## src/la16_pkg.sv

```systemverilog
// Shared constants for the loadable 16-bit accumulator
package la16_pkg;

    // ------------------------------------------------------------
    // Datapath
    // ------------------------------------------------------------
    localparam int ACC_WIDTH      = 16;
    localparam int AXI_ADDR_WIDTH = 4;
    localparam int AXI_DATA_WIDTH = 32;
    localparam int AXI_STRB_WIDTH = 4;

    // ------------------------------------------------------------
    // Register offsets (byte addresses)
    // ------------------------------------------------------------
    localparam logic [AXI_ADDR_WIDTH-1:0] CTRL_OFS    = 4'h0;
    localparam logic [AXI_ADDR_WIDTH-1:0] STATUS_OFS  = 4'h4;
    localparam logic [AXI_ADDR_WIDTH-1:0] LOADVAL_OFS = 4'h8;

    // ------------------------------------------------------------
    // Field positions
    // ------------------------------------------------------------
    localparam int CTRL_FREEZE_BIT  = 0;
    localparam int CTRL_SWLOAD_BIT  = 1;
    localparam int STAT_CARRY_BIT   = 16;
    localparam int STAT_OVF_BIT     = 17;
    localparam int STAT_UOVF_BIT    = 18;
    localparam int STAT_RUN_BIT     = 19;
    localparam int STAT_OPSEL_BIT   = 20;

    // ------------------------------------------------------------
    // Reset values
    // ------------------------------------------------------------
    localparam logic                 FREEZE_RST  = 1'b0;
    localparam logic [ACC_WIDTH-1:0] LOADVAL_RST = 16'h0000;
    localparam logic [ACC_WIDTH-1:0] ACC_RST     = 16'h0000;

    // ------------------------------------------------------------
    // Bus responses
    // ------------------------------------------------------------
    localparam logic [1:0] RESP_OKAY   = 2'h0;
    localparam logic [1:0] RESP_SLVERR = 2'h2;

    typedef enum logic [1:0] {
        REG_CTRL,
        REG_STATUS,
        REG_LOADVAL,
        REG_NONE
    } la16_reg_type;

endpackage : la16_pkg

```

## src/la16_accumulator.sv

```systemverilog
// Loadable add/subtract accumulator with AXI4-Lite control port
//
// Functional notes
// RL1 - Hold a 16-bit register, updated by adding or subtracting a 16-bit word.
// RL2 - Synchronous reset clears register and outputs, overriding every other input.
// RL3 - With reset and load inactive and enable low, register holds; a bus write of the CTRL software-load bit still copies the LOADVAL value in.
// RL4 - Asynchronous global reset forces register and outputs low.
// RL5 - Load stores load_value at the clock edge regardless of enable.
// RL6 - Op select high with enable adds operand_word into the register; the code skips the add while the CTRL freeze bit is set.
// RL7 - Op select low with enable subtracts operand_word from the register; the code skips the subtract while the CTRL freeze bit is set.
// RL8 - Unsigned range 0 to 65535; carry_out high when sum exceeds it.
// RL9 - When subtracting, carry_out is an active-low borrow.
// RL10 - carry_out is combinational from operand and register contents.
// RL11 - Users derive unsigned overflow as carry_out XOR op select.
// RL12 - Signed range -32768 to +32767; signed_overflow high when leaving it.
// RL13 - signed_overflow is combinational from operand and register contents.
// RL14 - Users ignore the flag that does not match their number format.
// RL15 - Users treat carry_out invalid during load, reset or disabled enable.
// RL16 - A low-order variant without carry_in exists for the least stage.
// RL17 - Carry_in adds when adding, acts as active-low borrow when subtracting.
// RL18 - Without carry_in, behave as zero carry or no borrow.
`timescale 1ns/1ps
module la16_accumulator
    import la16_pkg::*;
#(
    parameter int WIDTH        = ACC_WIDTH,
    parameter bit HAS_CARRY_IN = 1'b1
)
(
    input  wire logic                      ref_clk,
    input  wire logic                      arst_n,
    input  wire logic                      syncReset,
    input  wire logic                      loadEn,
    input  wire logic                      clkEn,
    input  wire logic                      opSelect,
    input  wire logic                      carryIn,
    input  wire logic [WIDTH-1:0]          loadValue,
    input  wire logic [WIDTH-1:0]          operandWord,
    output logic      [WIDTH-1:0]          accValue,
    output logic                           carryOut,
    output logic                           signedOverflow,
    input  wire logic [AXI_ADDR_WIDTH-1:0] awaddr,
    input  wire logic [2:0]                awprot,
    input  wire logic                      awvalid,
    output logic                           awready,
    input  wire logic [AXI_DATA_WIDTH-1:0] wdata,
    input  wire logic [AXI_STRB_WIDTH-1:0] wstrb,
    input  wire logic                      wvalid,
    output logic                           wready,
    output logic      [1:0]                bresp,
    output logic                           bvalid,
    input  wire logic                      bready,
    input  wire logic [AXI_ADDR_WIDTH-1:0] araddr,
    input  wire logic [2:0]                arprot,
    input  wire logic                      arvalid,
    output logic                           arready,
    output logic      [AXI_DATA_WIDTH-1:0] rdata,
    output logic      [1:0]                rresp,
    output logic                           rvalid,
    input  wire logic                      rready
);

    // ------------------------------------------------------------
    // State
    // ------------------------------------------------------------
    typedef struct packed {
        logic [WIDTH-1:0]          acc;
        logic                      run;
        logic                      freeze;
        logic [WIDTH-1:0]          swVal;
        logic                      awHeld;
        logic [AXI_ADDR_WIDTH-1:0] awAddr;
        logic                      wHeld;
        logic [AXI_DATA_WIDTH-1:0] wData;
        logic [AXI_STRB_WIDTH-1:0] wStrb;
        logic                      bValid;
        logic [1:0]                bResp;
        logic                      rValid;
        logic [AXI_DATA_WIDTH-1:0] rData;
        logic [1:0]                rResp;
    } la16_state_type;

    la16_state_type s_r;
    la16_state_type s_nxt;

    logic                      cinEff;
    logic [WIDTH-1:0]          sumWord;
    logic                      carryRaw;
    logic                      ovfRaw;
    logic                      flagGate;
    logic                      awTake;
    logic                      wTake;
    logic                      arTake;
    logic                      wrCommit;
    logic [AXI_ADDR_WIDTH-1:0] wrAddr;
    logic [AXI_DATA_WIDTH-1:0] wrData;
    logic [AXI_STRB_WIDTH-1:0] wrStrb;
    la16_reg_type              wrSel;
    logic                      swLoad;
    logic                      stepEn;
    logic [AXI_DATA_WIDTH-1:0] statusWord;

    // ------------------------------------------------------------
    // Helpers
    // ------------------------------------------------------------
    function automatic la16_reg_type decodeReg(input logic [AXI_ADDR_WIDTH-1:0] a);
        if (a == CTRL_OFS)
            return REG_CTRL;
        else if (a == STATUS_OFS)
            return REG_STATUS;
        else if (a == LOADVAL_OFS)
            return REG_LOADVAL;
        else
            return REG_NONE;
    endfunction : decodeReg

    function automatic logic [AXI_DATA_WIDTH-1:0] mergeBytes(
        input logic [AXI_DATA_WIDTH-1:0] oldVal,
        input logic [AXI_DATA_WIDTH-1:0] newVal,
        input logic [AXI_STRB_WIDTH-1:0] strb);
        logic [AXI_DATA_WIDTH-1:0] res;
        res = oldVal;
        for (int i = 0; i < AXI_STRB_WIDTH; i++)
        begin
            if (strb[i])
                res[8*i +: 8] = newVal[8*i +: 8];
        end
        return res;
    endfunction : mergeBytes

    // ------------------------------------------------------------
    // Arithmetic
    // ------------------------------------------------------------
    // RL16 RL18 no carry_in: zero carry adding, no borrow subtracting
    assign cinEff = HAS_CARRY_IN ? carryIn : ~opSelect;

    // RL17 carry_in enters the chain in both modes
    la16_addsub #(
        .WIDTH          (WIDTH)
    ) u_addsub (
        .accIn          (s_r.acc),
        .operandWord    (operandWord),
        .opSelect       (opSelect),
        .carryIn        (cinEff),
        .sumOut         (sumWord),
        .carryOut       (carryRaw),
        .signedOverflow (ovfRaw)
    );

    // RL2 flags read zero during synchronous reset
    assign flagGate       = s_r.run & ~syncReset;
    // RL10 carry flag is combinational, usable as next carry_in
    assign carryOut       = flagGate & carryRaw;
    // RL13 overflow flag is combinational too
    assign signedOverflow = flagGate & ovfRaw;
    assign accValue       = s_r.acc;

    // ------------------------------------------------------------
    // Bus handshakes
    // ------------------------------------------------------------
    // Address and data are each held until the other arrives, and neither
    // is accepted while a response is pending, so at most one write is in flight
    assign awready  = ~s_r.awHeld & ~s_r.bValid;
    assign wready   = ~s_r.wHeld & ~s_r.bValid;
    assign arready  = ~s_r.rValid;
    assign awTake   = awvalid & awready;
    assign wTake    = wvalid & wready;
    assign arTake   = arvalid & arready;
    assign wrAddr   = s_r.awHeld ? s_r.awAddr : awaddr;
    assign wrData   = s_r.wHeld ? s_r.wData : wdata;
    assign wrStrb   = s_r.wHeld ? s_r.wStrb : wstrb;
    assign wrCommit = (s_r.awHeld | awTake) & (s_r.wHeld | wTake);
    assign wrSel    = decodeReg(wrAddr);
    assign swLoad   = wrCommit & (wrSel == REG_CTRL) & wrStrb[0]
                    & wrData[CTRL_SWLOAD_BIT];
    assign stepEn   = clkEn & ~s_r.freeze;

    assign bvalid   = s_r.bValid;
    assign bresp    = s_r.bResp;
    assign rvalid   = s_r.rValid;
    assign rdata    = s_r.rData;
    assign rresp    = s_r.rResp;

    always_comb
    begin
        statusWord                 = '0;
        statusWord[WIDTH-1:0]      = s_r.acc;
        statusWord[STAT_CARRY_BIT] = carryOut;
        statusWord[STAT_OVF_BIT]   = signedOverflow;
        statusWord[STAT_UOVF_BIT]  = carryOut ^ opSelect;
        statusWord[STAT_RUN_BIT]   = s_r.run;
        statusWord[STAT_OPSEL_BIT] = opSelect;
    end

    // ------------------------------------------------------------
    // Next state
    // ------------------------------------------------------------
    always_comb
    begin
        logic [AXI_DATA_WIDTH-1:0] merged;
        merged = '0;
        s_nxt  = s_r;
        s_nxt.run = 1'b1;

        if (syncReset)
        begin
            // RL2 synchronous reset has top priority
            s_nxt.acc = '0;
        end
        else if (loadEn)
        begin
            // RL5 load overrides the enable
            s_nxt.acc = loadValue;
        end
        else if (swLoad)
        begin
            s_nxt.acc = s_r.swVal;
        end
        else if (stepEn)
        begin
            // RL1 add or subtract into the register
            s_nxt.acc = sumWord;
        end
        // RL3 otherwise the register keeps its value

        if (awTake)
        begin
            s_nxt.awHeld = 1'b1;
            s_nxt.awAddr = awaddr;
        end
        if (wTake)
        begin
            s_nxt.wHeld = 1'b1;
            s_nxt.wData = wdata;
            s_nxt.wStrb = wstrb;
        end
        if (s_r.bValid && bready)
            s_nxt.bValid = 1'b0;

        if (wrCommit)
        begin
            s_nxt.awHeld = 1'b0;
            s_nxt.wHeld  = 1'b0;
            s_nxt.bValid = 1'b1;
            s_nxt.bResp  = RESP_OKAY;
            unique case (wrSel)
                REG_CTRL:
                begin
                    if (wrStrb[0])
                        s_nxt.freeze = wrData[CTRL_FREEZE_BIT];
                end
                REG_LOADVAL:
                begin
                    merged = mergeBytes({{(AXI_DATA_WIDTH-WIDTH){1'b0}}, s_r.swVal},
                                        wrData, wrStrb);
                    s_nxt.swVal = merged[WIDTH-1:0];
                end
                REG_STATUS:
                begin
                    s_nxt.bResp = RESP_OKAY;
                end
                REG_NONE:
                begin
                    s_nxt.bResp = RESP_SLVERR;
                end
            endcase
        end

        if (s_r.rValid && rready)
            s_nxt.rValid = 1'b0;
        if (arTake)
        begin
            s_nxt.rValid = 1'b1;
            s_nxt.rResp  = RESP_OKAY;
            unique case (decodeReg(araddr))
                REG_CTRL:
                begin
                    s_nxt.rData = '0;
                    s_nxt.rData[CTRL_FREEZE_BIT] = s_r.freeze;
                end
                REG_STATUS:
                begin
                    s_nxt.rData = statusWord;
                end
                REG_LOADVAL:
                begin
                    s_nxt.rData = {{(AXI_DATA_WIDTH-WIDTH){1'b0}}, s_r.swVal};
                end
                REG_NONE:
                begin
                    s_nxt.rData = '0;
                    s_nxt.rResp = RESP_SLVERR;
                end
            endcase
        end
    end

    // ------------------------------------------------------------
    // Registers
    // ------------------------------------------------------------
    // RL4 global reset forces the register and flags low
    always_ff @(posedge ref_clk or negedge arst_n)
    begin
        if (!arst_n)
        begin
            s_r        <= '0;
            s_r.acc    <= ACC_RST;
            s_r.freeze <= FREEZE_RST;
            s_r.swVal  <= LOADVAL_RST;
        end
        else
        begin
            s_r <= s_nxt;
        end
    end

    // ------------------------------------------------------------
    // Checks
    // ------------------------------------------------------------
    logic             pinStep;
    logic [WIDTH:0]   refAdd;
    logic [WIDTH:0]   refSub;
    logic [WIDTH:0]   refSgn;
    logic [WIDTH-1:0] opEffRef;

    assign pinStep  = ~syncReset & ~loadEn & ~swLoad & stepEn;
    assign opEffRef = opSelect ? operandWord : ~operandWord;
    assign refAdd   = {1'b0, s_r.acc} + {1'b0, operandWord}
                    + {{WIDTH{1'b0}}, cinEff};
    assign refSub   = {1'b0, s_r.acc} + {1'b0, ~operandWord}
                    + {{WIDTH{1'b0}}, cinEff};
    assign refSgn   = {s_r.acc[WIDTH-1], s_r.acc} + {opEffRef[WIDTH-1], opEffRef}
                    + {{WIDTH{1'b0}}, cinEff};

    // RL2 reset clears the register next edge
    AST_SYNC_CLEAR: assert property (  // RL2
        @(posedge ref_clk) disable iff (!arst_n)
        syncReset |=> (accValue == '0))
        else $error("accumulator not cleared by synchronous reset");

    // RL2 flags are low while reset is high
    AST_FLAGS_IN_RESET: assert property (  // RL2
        @(posedge ref_clk) disable iff (!arst_n)
        syncReset |-> (!carryOut && !signedOverflow))
        else $error("flag high during synchronous reset");

    // RL3 idle edges leave the register alone
    AST_HOLD: assert property (  // RL3
        @(posedge ref_clk) disable iff (!arst_n)
        (!syncReset && !loadEn && !swLoad && !clkEn) |=> $stable(accValue))
        else $error("accumulator changed with enable low");

    // RL5 load wins over enable
    AST_LOAD: assert property (  // RL5
        @(posedge ref_clk) disable iff (!arst_n)
        (!syncReset && loadEn) |=> (accValue == $past(loadValue)))
        else $error("load value not stored");

    // RL6 enabled add stores the sum
    AST_ADD: assert property (  // RL6
        @(posedge ref_clk) disable iff (!arst_n)
        (pinStep && opSelect) |=> (accValue == $past(refAdd[WIDTH-1:0])))
        else $error("add result wrong");

    // RL7 enabled subtract stores the difference
    AST_SUB: assert property (  // RL7
        @(posedge ref_clk) disable iff (!arst_n)
        (pinStep && !opSelect) |=> (accValue == $past(refSub[WIDTH-1:0])))
        else $error("subtract result wrong");

    // RL8 carry marks an unsigned sum beyond range
    AST_CARRY: assert property (  // RL8
        @(posedge ref_clk) disable iff (!arst_n)
        (s_r.run && !syncReset && opSelect) |-> (carryOut == refAdd[WIDTH]))
        else $error("carry out wrong in add mode");

    // RL9 active-low borrow when subtracting
    AST_BORROW: assert property (  // RL9
        @(posedge ref_clk) disable iff (!arst_n)
        (s_r.run && !syncReset && !opSelect) |-> (carryOut == refSub[WIDTH]))
        else $error("borrow out wrong in subtract mode");

    // RL12 signed overflow flags a result outside signed range
    AST_SIGNED_OVF: assert property (  // RL12
        @(posedge ref_clk) disable iff (!arst_n)
        (s_r.run && !syncReset) |-> (signedOverflow == (refSgn[WIDTH] ^ refSgn[WIDTH-1])))
        else $error("signed overflow wrong");

    // RL16 without carry_in a plain add carries no extra one
    AST_NO_CIN: assert property (  // RL16
        @(posedge ref_clk) disable iff (!arst_n)
        (!HAS_CARRY_IN && pinStep && opSelect)
            |=> (accValue == $past(s_r.acc + operandWord)))
        else $error("low-order variant added a carry");

endmodule : la16_accumulator

```

## src/la16_addsub.sv

```systemverilog
// Ripple-carry add/subtract stage with carry and signed overflow
`timescale 1ns/1ps
module la16_addsub
    import la16_pkg::*;
#(
    parameter int WIDTH = ACC_WIDTH
)
(
    input  wire logic [WIDTH-1:0] accIn,
    input  wire logic [WIDTH-1:0] operandWord,
    input  wire logic             opSelect,
    input  wire logic             carryIn,
    output logic      [WIDTH-1:0] sumOut,
    output logic                  carryOut,
    output logic                  signedOverflow
);

    logic [WIDTH:0]   chain;
    logic [WIDTH-1:0] operandEff;

    // ------------------------------------------------------------
    // Operand conditioning
    // ------------------------------------------------------------
    // Subtract is add of the complement; carryIn then acts as an
    // active-low borrow, so one chain serves both modes
    // RL6 RL7 mode picks true or complemented word
    assign operandEff = opSelect ? operandWord : ~operandWord;
    assign chain[0]   = carryIn;

    // ------------------------------------------------------------
    // Full-adder chain
    // ------------------------------------------------------------
    for (genvar i = 0; i < WIDTH; i++)
    begin : g_bit
        assign sumOut[i]  = accIn[i] ^ operandEff[i] ^ chain[i];
        assign chain[i+1] = (accIn[i] & operandEff[i])
                          | (chain[i] & (accIn[i] ^ operandEff[i]));
    end

    // ------------------------------------------------------------
    // Flags
    // ------------------------------------------------------------
    // RL8 RL9 top carry, low means borrow when subtracting
    assign carryOut       = chain[WIDTH];
    // RL12 sign carries disagree on signed overflow
    assign signedOverflow = chain[WIDTH] ^ chain[WIDTH-1];

endmodule : la16_addsub

```

## config.mk

```make
export PLATFORM = sky130hd
export DESIGN_NAME = la16_accumulator
export DESIGN_NICKNAME = d
export VERILOG_FILES = /design/src/la16_pkg.sv /design/src/la16_accumulator.sv /design/src/la16_addsub.sv
export SDC_FILE = /design/constraint.sdc
export NUM_CORES = 1
export LEC_CHECK = 0
export BUFFER_PORTS_ARGS = -buffer_cell sky130_fd_sc_hd__buf_4
export CAP_MARGIN = 0
export CORE_MARGIN = 5
export CORE_UTILIZATION = 50
export DETAILED_ROUTE_END_ITERATION = 10
export PLACE_DENSITY_LB_ADDON = 0.1
export SETUP_SLACK_MARGIN = 0.3
export SKIP_LAST_GASP = 1
export SLEW_MARGIN = 20
export SYNTH_ARGS = -nofsm -noshare
export SYNTH_HDL_FRONTEND = slang
export SYNTH_SLANG_ARGS = --single-unit
```

## constraint.sdc

```tcl
create_clock -name ref_clk -period 28.5 [get_ports ref_clk]
set_input_delay 2.85 -clock ref_clk [delete_from_list [all_inputs] [get_ports ref_clk]]
set_output_delay 2.85 -clock ref_clk [all_outputs]
set_load 0.1 [all_outputs]
```

==> impl_metrics.json <==
{
  "initial_utilization_pct": 51.26,
  "cp-end-kind": "output pin",
  "wl_met3_microns": 836,
  "final_max_slew_viol_count": 0,
  "finalCriticalPeriod_ps": 13020,
  "synth_top_cell_area_share_pct": 41.65,
  "synthDistinctLibCells": 46,
  "result_of_the_run": "finished, final reports clean",
  "timing.rr.end": "accValue[15]$_DFFE_PN0P_",
  "grt_use_total_pct": 19.72,
  "ctsHtreeMaxLevel": 3,
  "place_worst_setup_slack_ps": 15420,
  "area_delta_synth_final_pct": 16.21,
  "floorplan.die.width_microns": 109.9,
  "wl_met2_mm": 5.046,
  "post_cts.repair.setup_buffers": 0,
  "tightest_slew_ps": 1030,
  "fin_ws_ps": 15480,
  "grt_setup_unrepaired": "no",
  "clock_tree.root_cell": "clkbuf_8",
  "number_of_flops_mapped_to_enable_cells_by_yosys": 0,
  "power.leakage_nw": 2.707,
  "dp.final_hpwl_mm": 8.417,
  "grt_start_max_net_pins": 84,
  "first_global_vias": 3518,
  "seqCellArea_sq_um": 2077,
  "placement_rows": 36,
  "port-buffer-count": 115,
  "cts-resized-gates": 0,
  "r2r-start": "accValue[0]$_DFFE_PN0P_",
  "most_frequent_cells_in_the_layout": "116 x buf_4, 83 x dfrtp_1, 43 x mux2_2",
  "setup_crit_start": "opSelect",
  "worst_ep_required_time_ps": 25650,
  "finalHoldViolCount": 0,
  "drt_iter0_markers": 179,
  "dp.cells": 623,
  "cts_hold_repair.buffers": 0,
  "startpoint_type_of_the_worst_setup_path": "input port",
  "detail-route-antenna-nets": 0,
  "hold_path.class": "reg -> reg",
  "worst_ep_arrival_time_ps": 10170,
  "wirelength_mm": 11.16,
  "fmax_mhz": 76.80,
  "multi_input_combinational_cell_area_sq_um": 2415,
  "maximum_buffer_depth_of_the_clock_tree": 2,
  "clock_sink_count": 83,
  "io_pins": 153,
  "detailroute.via_count": 3415,
  "final_core_utilization_pct": 59.57,
  "grt_first_pass_wirelength_mm": 18.09,
  "detail_route.vias_per_cell": 5.353,
  "routed.top_layer": "met4",
  "cts_tree": "yes",
  "ir_drop_v": 0.00006314,
  "timing.reg2reg.setup_slack_ps": 21010,
  "routabilityCongestion": 0.8527,
  "die_area_sq_um": 12070,
  "critical_path.endpoint": "signedOverflow",
  "met1_wire_length_mm": 5.061,
  "n_fill_cell": 860,
  "count_of_state_elements_after_synthesis": 83,
  "synth_area_per_cell_sq_um": 11.36,
  "worst-r2r-cell-count": 20,
  "power.density_nw_per_um2": 81.18,
  "cts-buffers-inserted": 9,
  "netlist_area_sq_um": 4987,
  "synth_area_leader_cell": "dfrtp_1",
  "nets": 611,
  "grt_overflow_total": 0,
  "wl_per_cell_microns": 17.49,
  "critPathMaxFanout": 18,
  "number_of_drc_violations_after_detailed_routing": 0,
  "yosys_most_used_dff": "dfrtp_1",
  "drive_gt1_share_pct": 39.21,
  "final.hold.worst_slack_ps": 484.8,
  "final_min_period_over_clock_period_pct": 45.69,
  "worstSkewPairLatency_ps": 360,
  "final.setup_skew_ps": 7.113,
  "clk_pin_slew_ps": 80,
  "finalSetupTns_ps": 0,
  "floorplan.core_area_sq_um": 9729,
  "synth_async_sr_flop_share_pct": 100.0,
  "post_synth_main_area_contributors": "dfrtp_1 42%, mux2_2 9.7%, buf_4 8.0%",
  "netlist_instances": 439,
  "antenna-diode-count": 0,
  "first_pass_iteration_count_of_the_detailed_router": 6,
  "synth-seq-area-share_pct": 41.65,
  "finalSetupViolations": 0,
  "finish.cell_count_without_fillers": 638,
  "final_common_cell": "buf_4",
  "cap_violations": 0,
  "die_height_microns": 109.9,
  "synth.yosys.warnings": 0,
  "max_slew_margin_pct": 31.32,
  "path_class": "in -> out",
  "number_of_antenna_violations_at_the_first_check_in_global_routing": 0
}
synth_stat cells, types with 2 or more instances:
master	instances
dfrtp_1	83
buf_4	53
mux2_2	43
nand2_1	29
o21ai_0	23
clkbuf_1	17
and3_1	16
fa_1	16
mux2_4	16
a22oi_1	15
a32oi_1	15
o31ai_1	15
xnor2_1	15
mux2i_1	14
nor2_1	12
a21oi_1	7
inv_1	7
buf_2	3
nor3_1	3
xor2_1	3
and2_1	2
buf_1	2
buf_6	2
conb_1	2
nand2b_1	2
nand3_4	2
nor2b_1	2
o22ai_1	2
how the worst min path moves through the flow:
stage,startpoint,cells after the start,end
finish,rdata[17]$_DFFE_PN0P_,2,rdata[17]$_DFFE_PN0P_
global placement,rdata[7]$_DFFE_PN0P_,2,rdata[7]$_DFFE_PN0P_
global route,rdata[0]$_DFFE_PN0P_,2,rdata[0]$_DFFE_PN0P_
floorplan,rdata[0]$_DFFE_PN0P_,2,rdata[0]$_DFFE_PN0P_
CTS,rdata[0]$_DFFE_PN0P_,2,rdata[0]$_DFFE_PN0P_
detailed placement,rdata[0]$_DFFE_PN0P_,2,rdata[0]$_DFFE_PN0P_
where the power goes:
| group | total, mW | switching (mW) | leakage (nW) | internal, mW |
|---|---|---|---|---|
| clock | 0.100 | 0.0429 | 0.119 | 0.0573 |
| sequential | 0.177 | 0.0286 | 1.07 | 0.148 |
| combinational | 0.194 | 0.120 | 1.52 | 0.0734 |
registers in the layout, indices dropped and copies added, names as in the netlist:
name      count
accValue     16
rvalid        1
s_r          42
bresp         1
rresp         1
bvalid        1
rdata        21
cell type report:
class	count	area share, %
inverter	7	0.4534
clock buffer	9	2.137
multi-input combinational	283	41.67
timing repair buffer	117	15.22
tap	133	2.871
clock inverter	6	1.813
sequential	83	35.84
cell families (layout without fill, tap and decap cells):
kind of cell,after synthesis,count (layout),synth area share (%)
AOI/OAI and AO/OA,85,85,11.92
xor gates and xnor gates,18,18,3.161
adders and majority gates,16,16,6.423
buffers and inverters,85,139,10.96
DFF,83,83,41.65
muxes,73,73,17.34
other,2,14,0.1506
and+or+nand+nor,77,77,8.404
metrics by stage:
| step | power (mW) | instance area [sq um] |
|---|---|---|
| after global placement | 0.3687 | 5563 |
| after CTS | 0.4746 | 5792 |
| final | 0.4705 | 5796 |
| after global routing | 0.4965 | 5796 |
| after floorplan | 0.3375 | 5032 |
| after detailed placement | 0.3737 | 5563 |
critical path: stages:
cell     delay (ps)
buf_4           290
xnor2_1         140
fa_1            410
fa_1            440
fa_1            430
fa_1            420
fa_1            430
fa_1            430
fa_1            440
fa_1            430
fa_1            430
fa_1            440
fa_1            430
fa_1            440
fa_1            390
inv_1            90
fa_1            200
fa_1            260
fa_1            240
xnor2_1          70
nor2_1          140
buf_4           310
metal layers:
metal,vias up,GRT usage (%)
li1,1616,-
met1,1669,27.17
met2,117,29.90
met3,13,4.521
met4,0,8.281
met5,-,0
No activity file was read; power rests on OpenSTA's default activity.
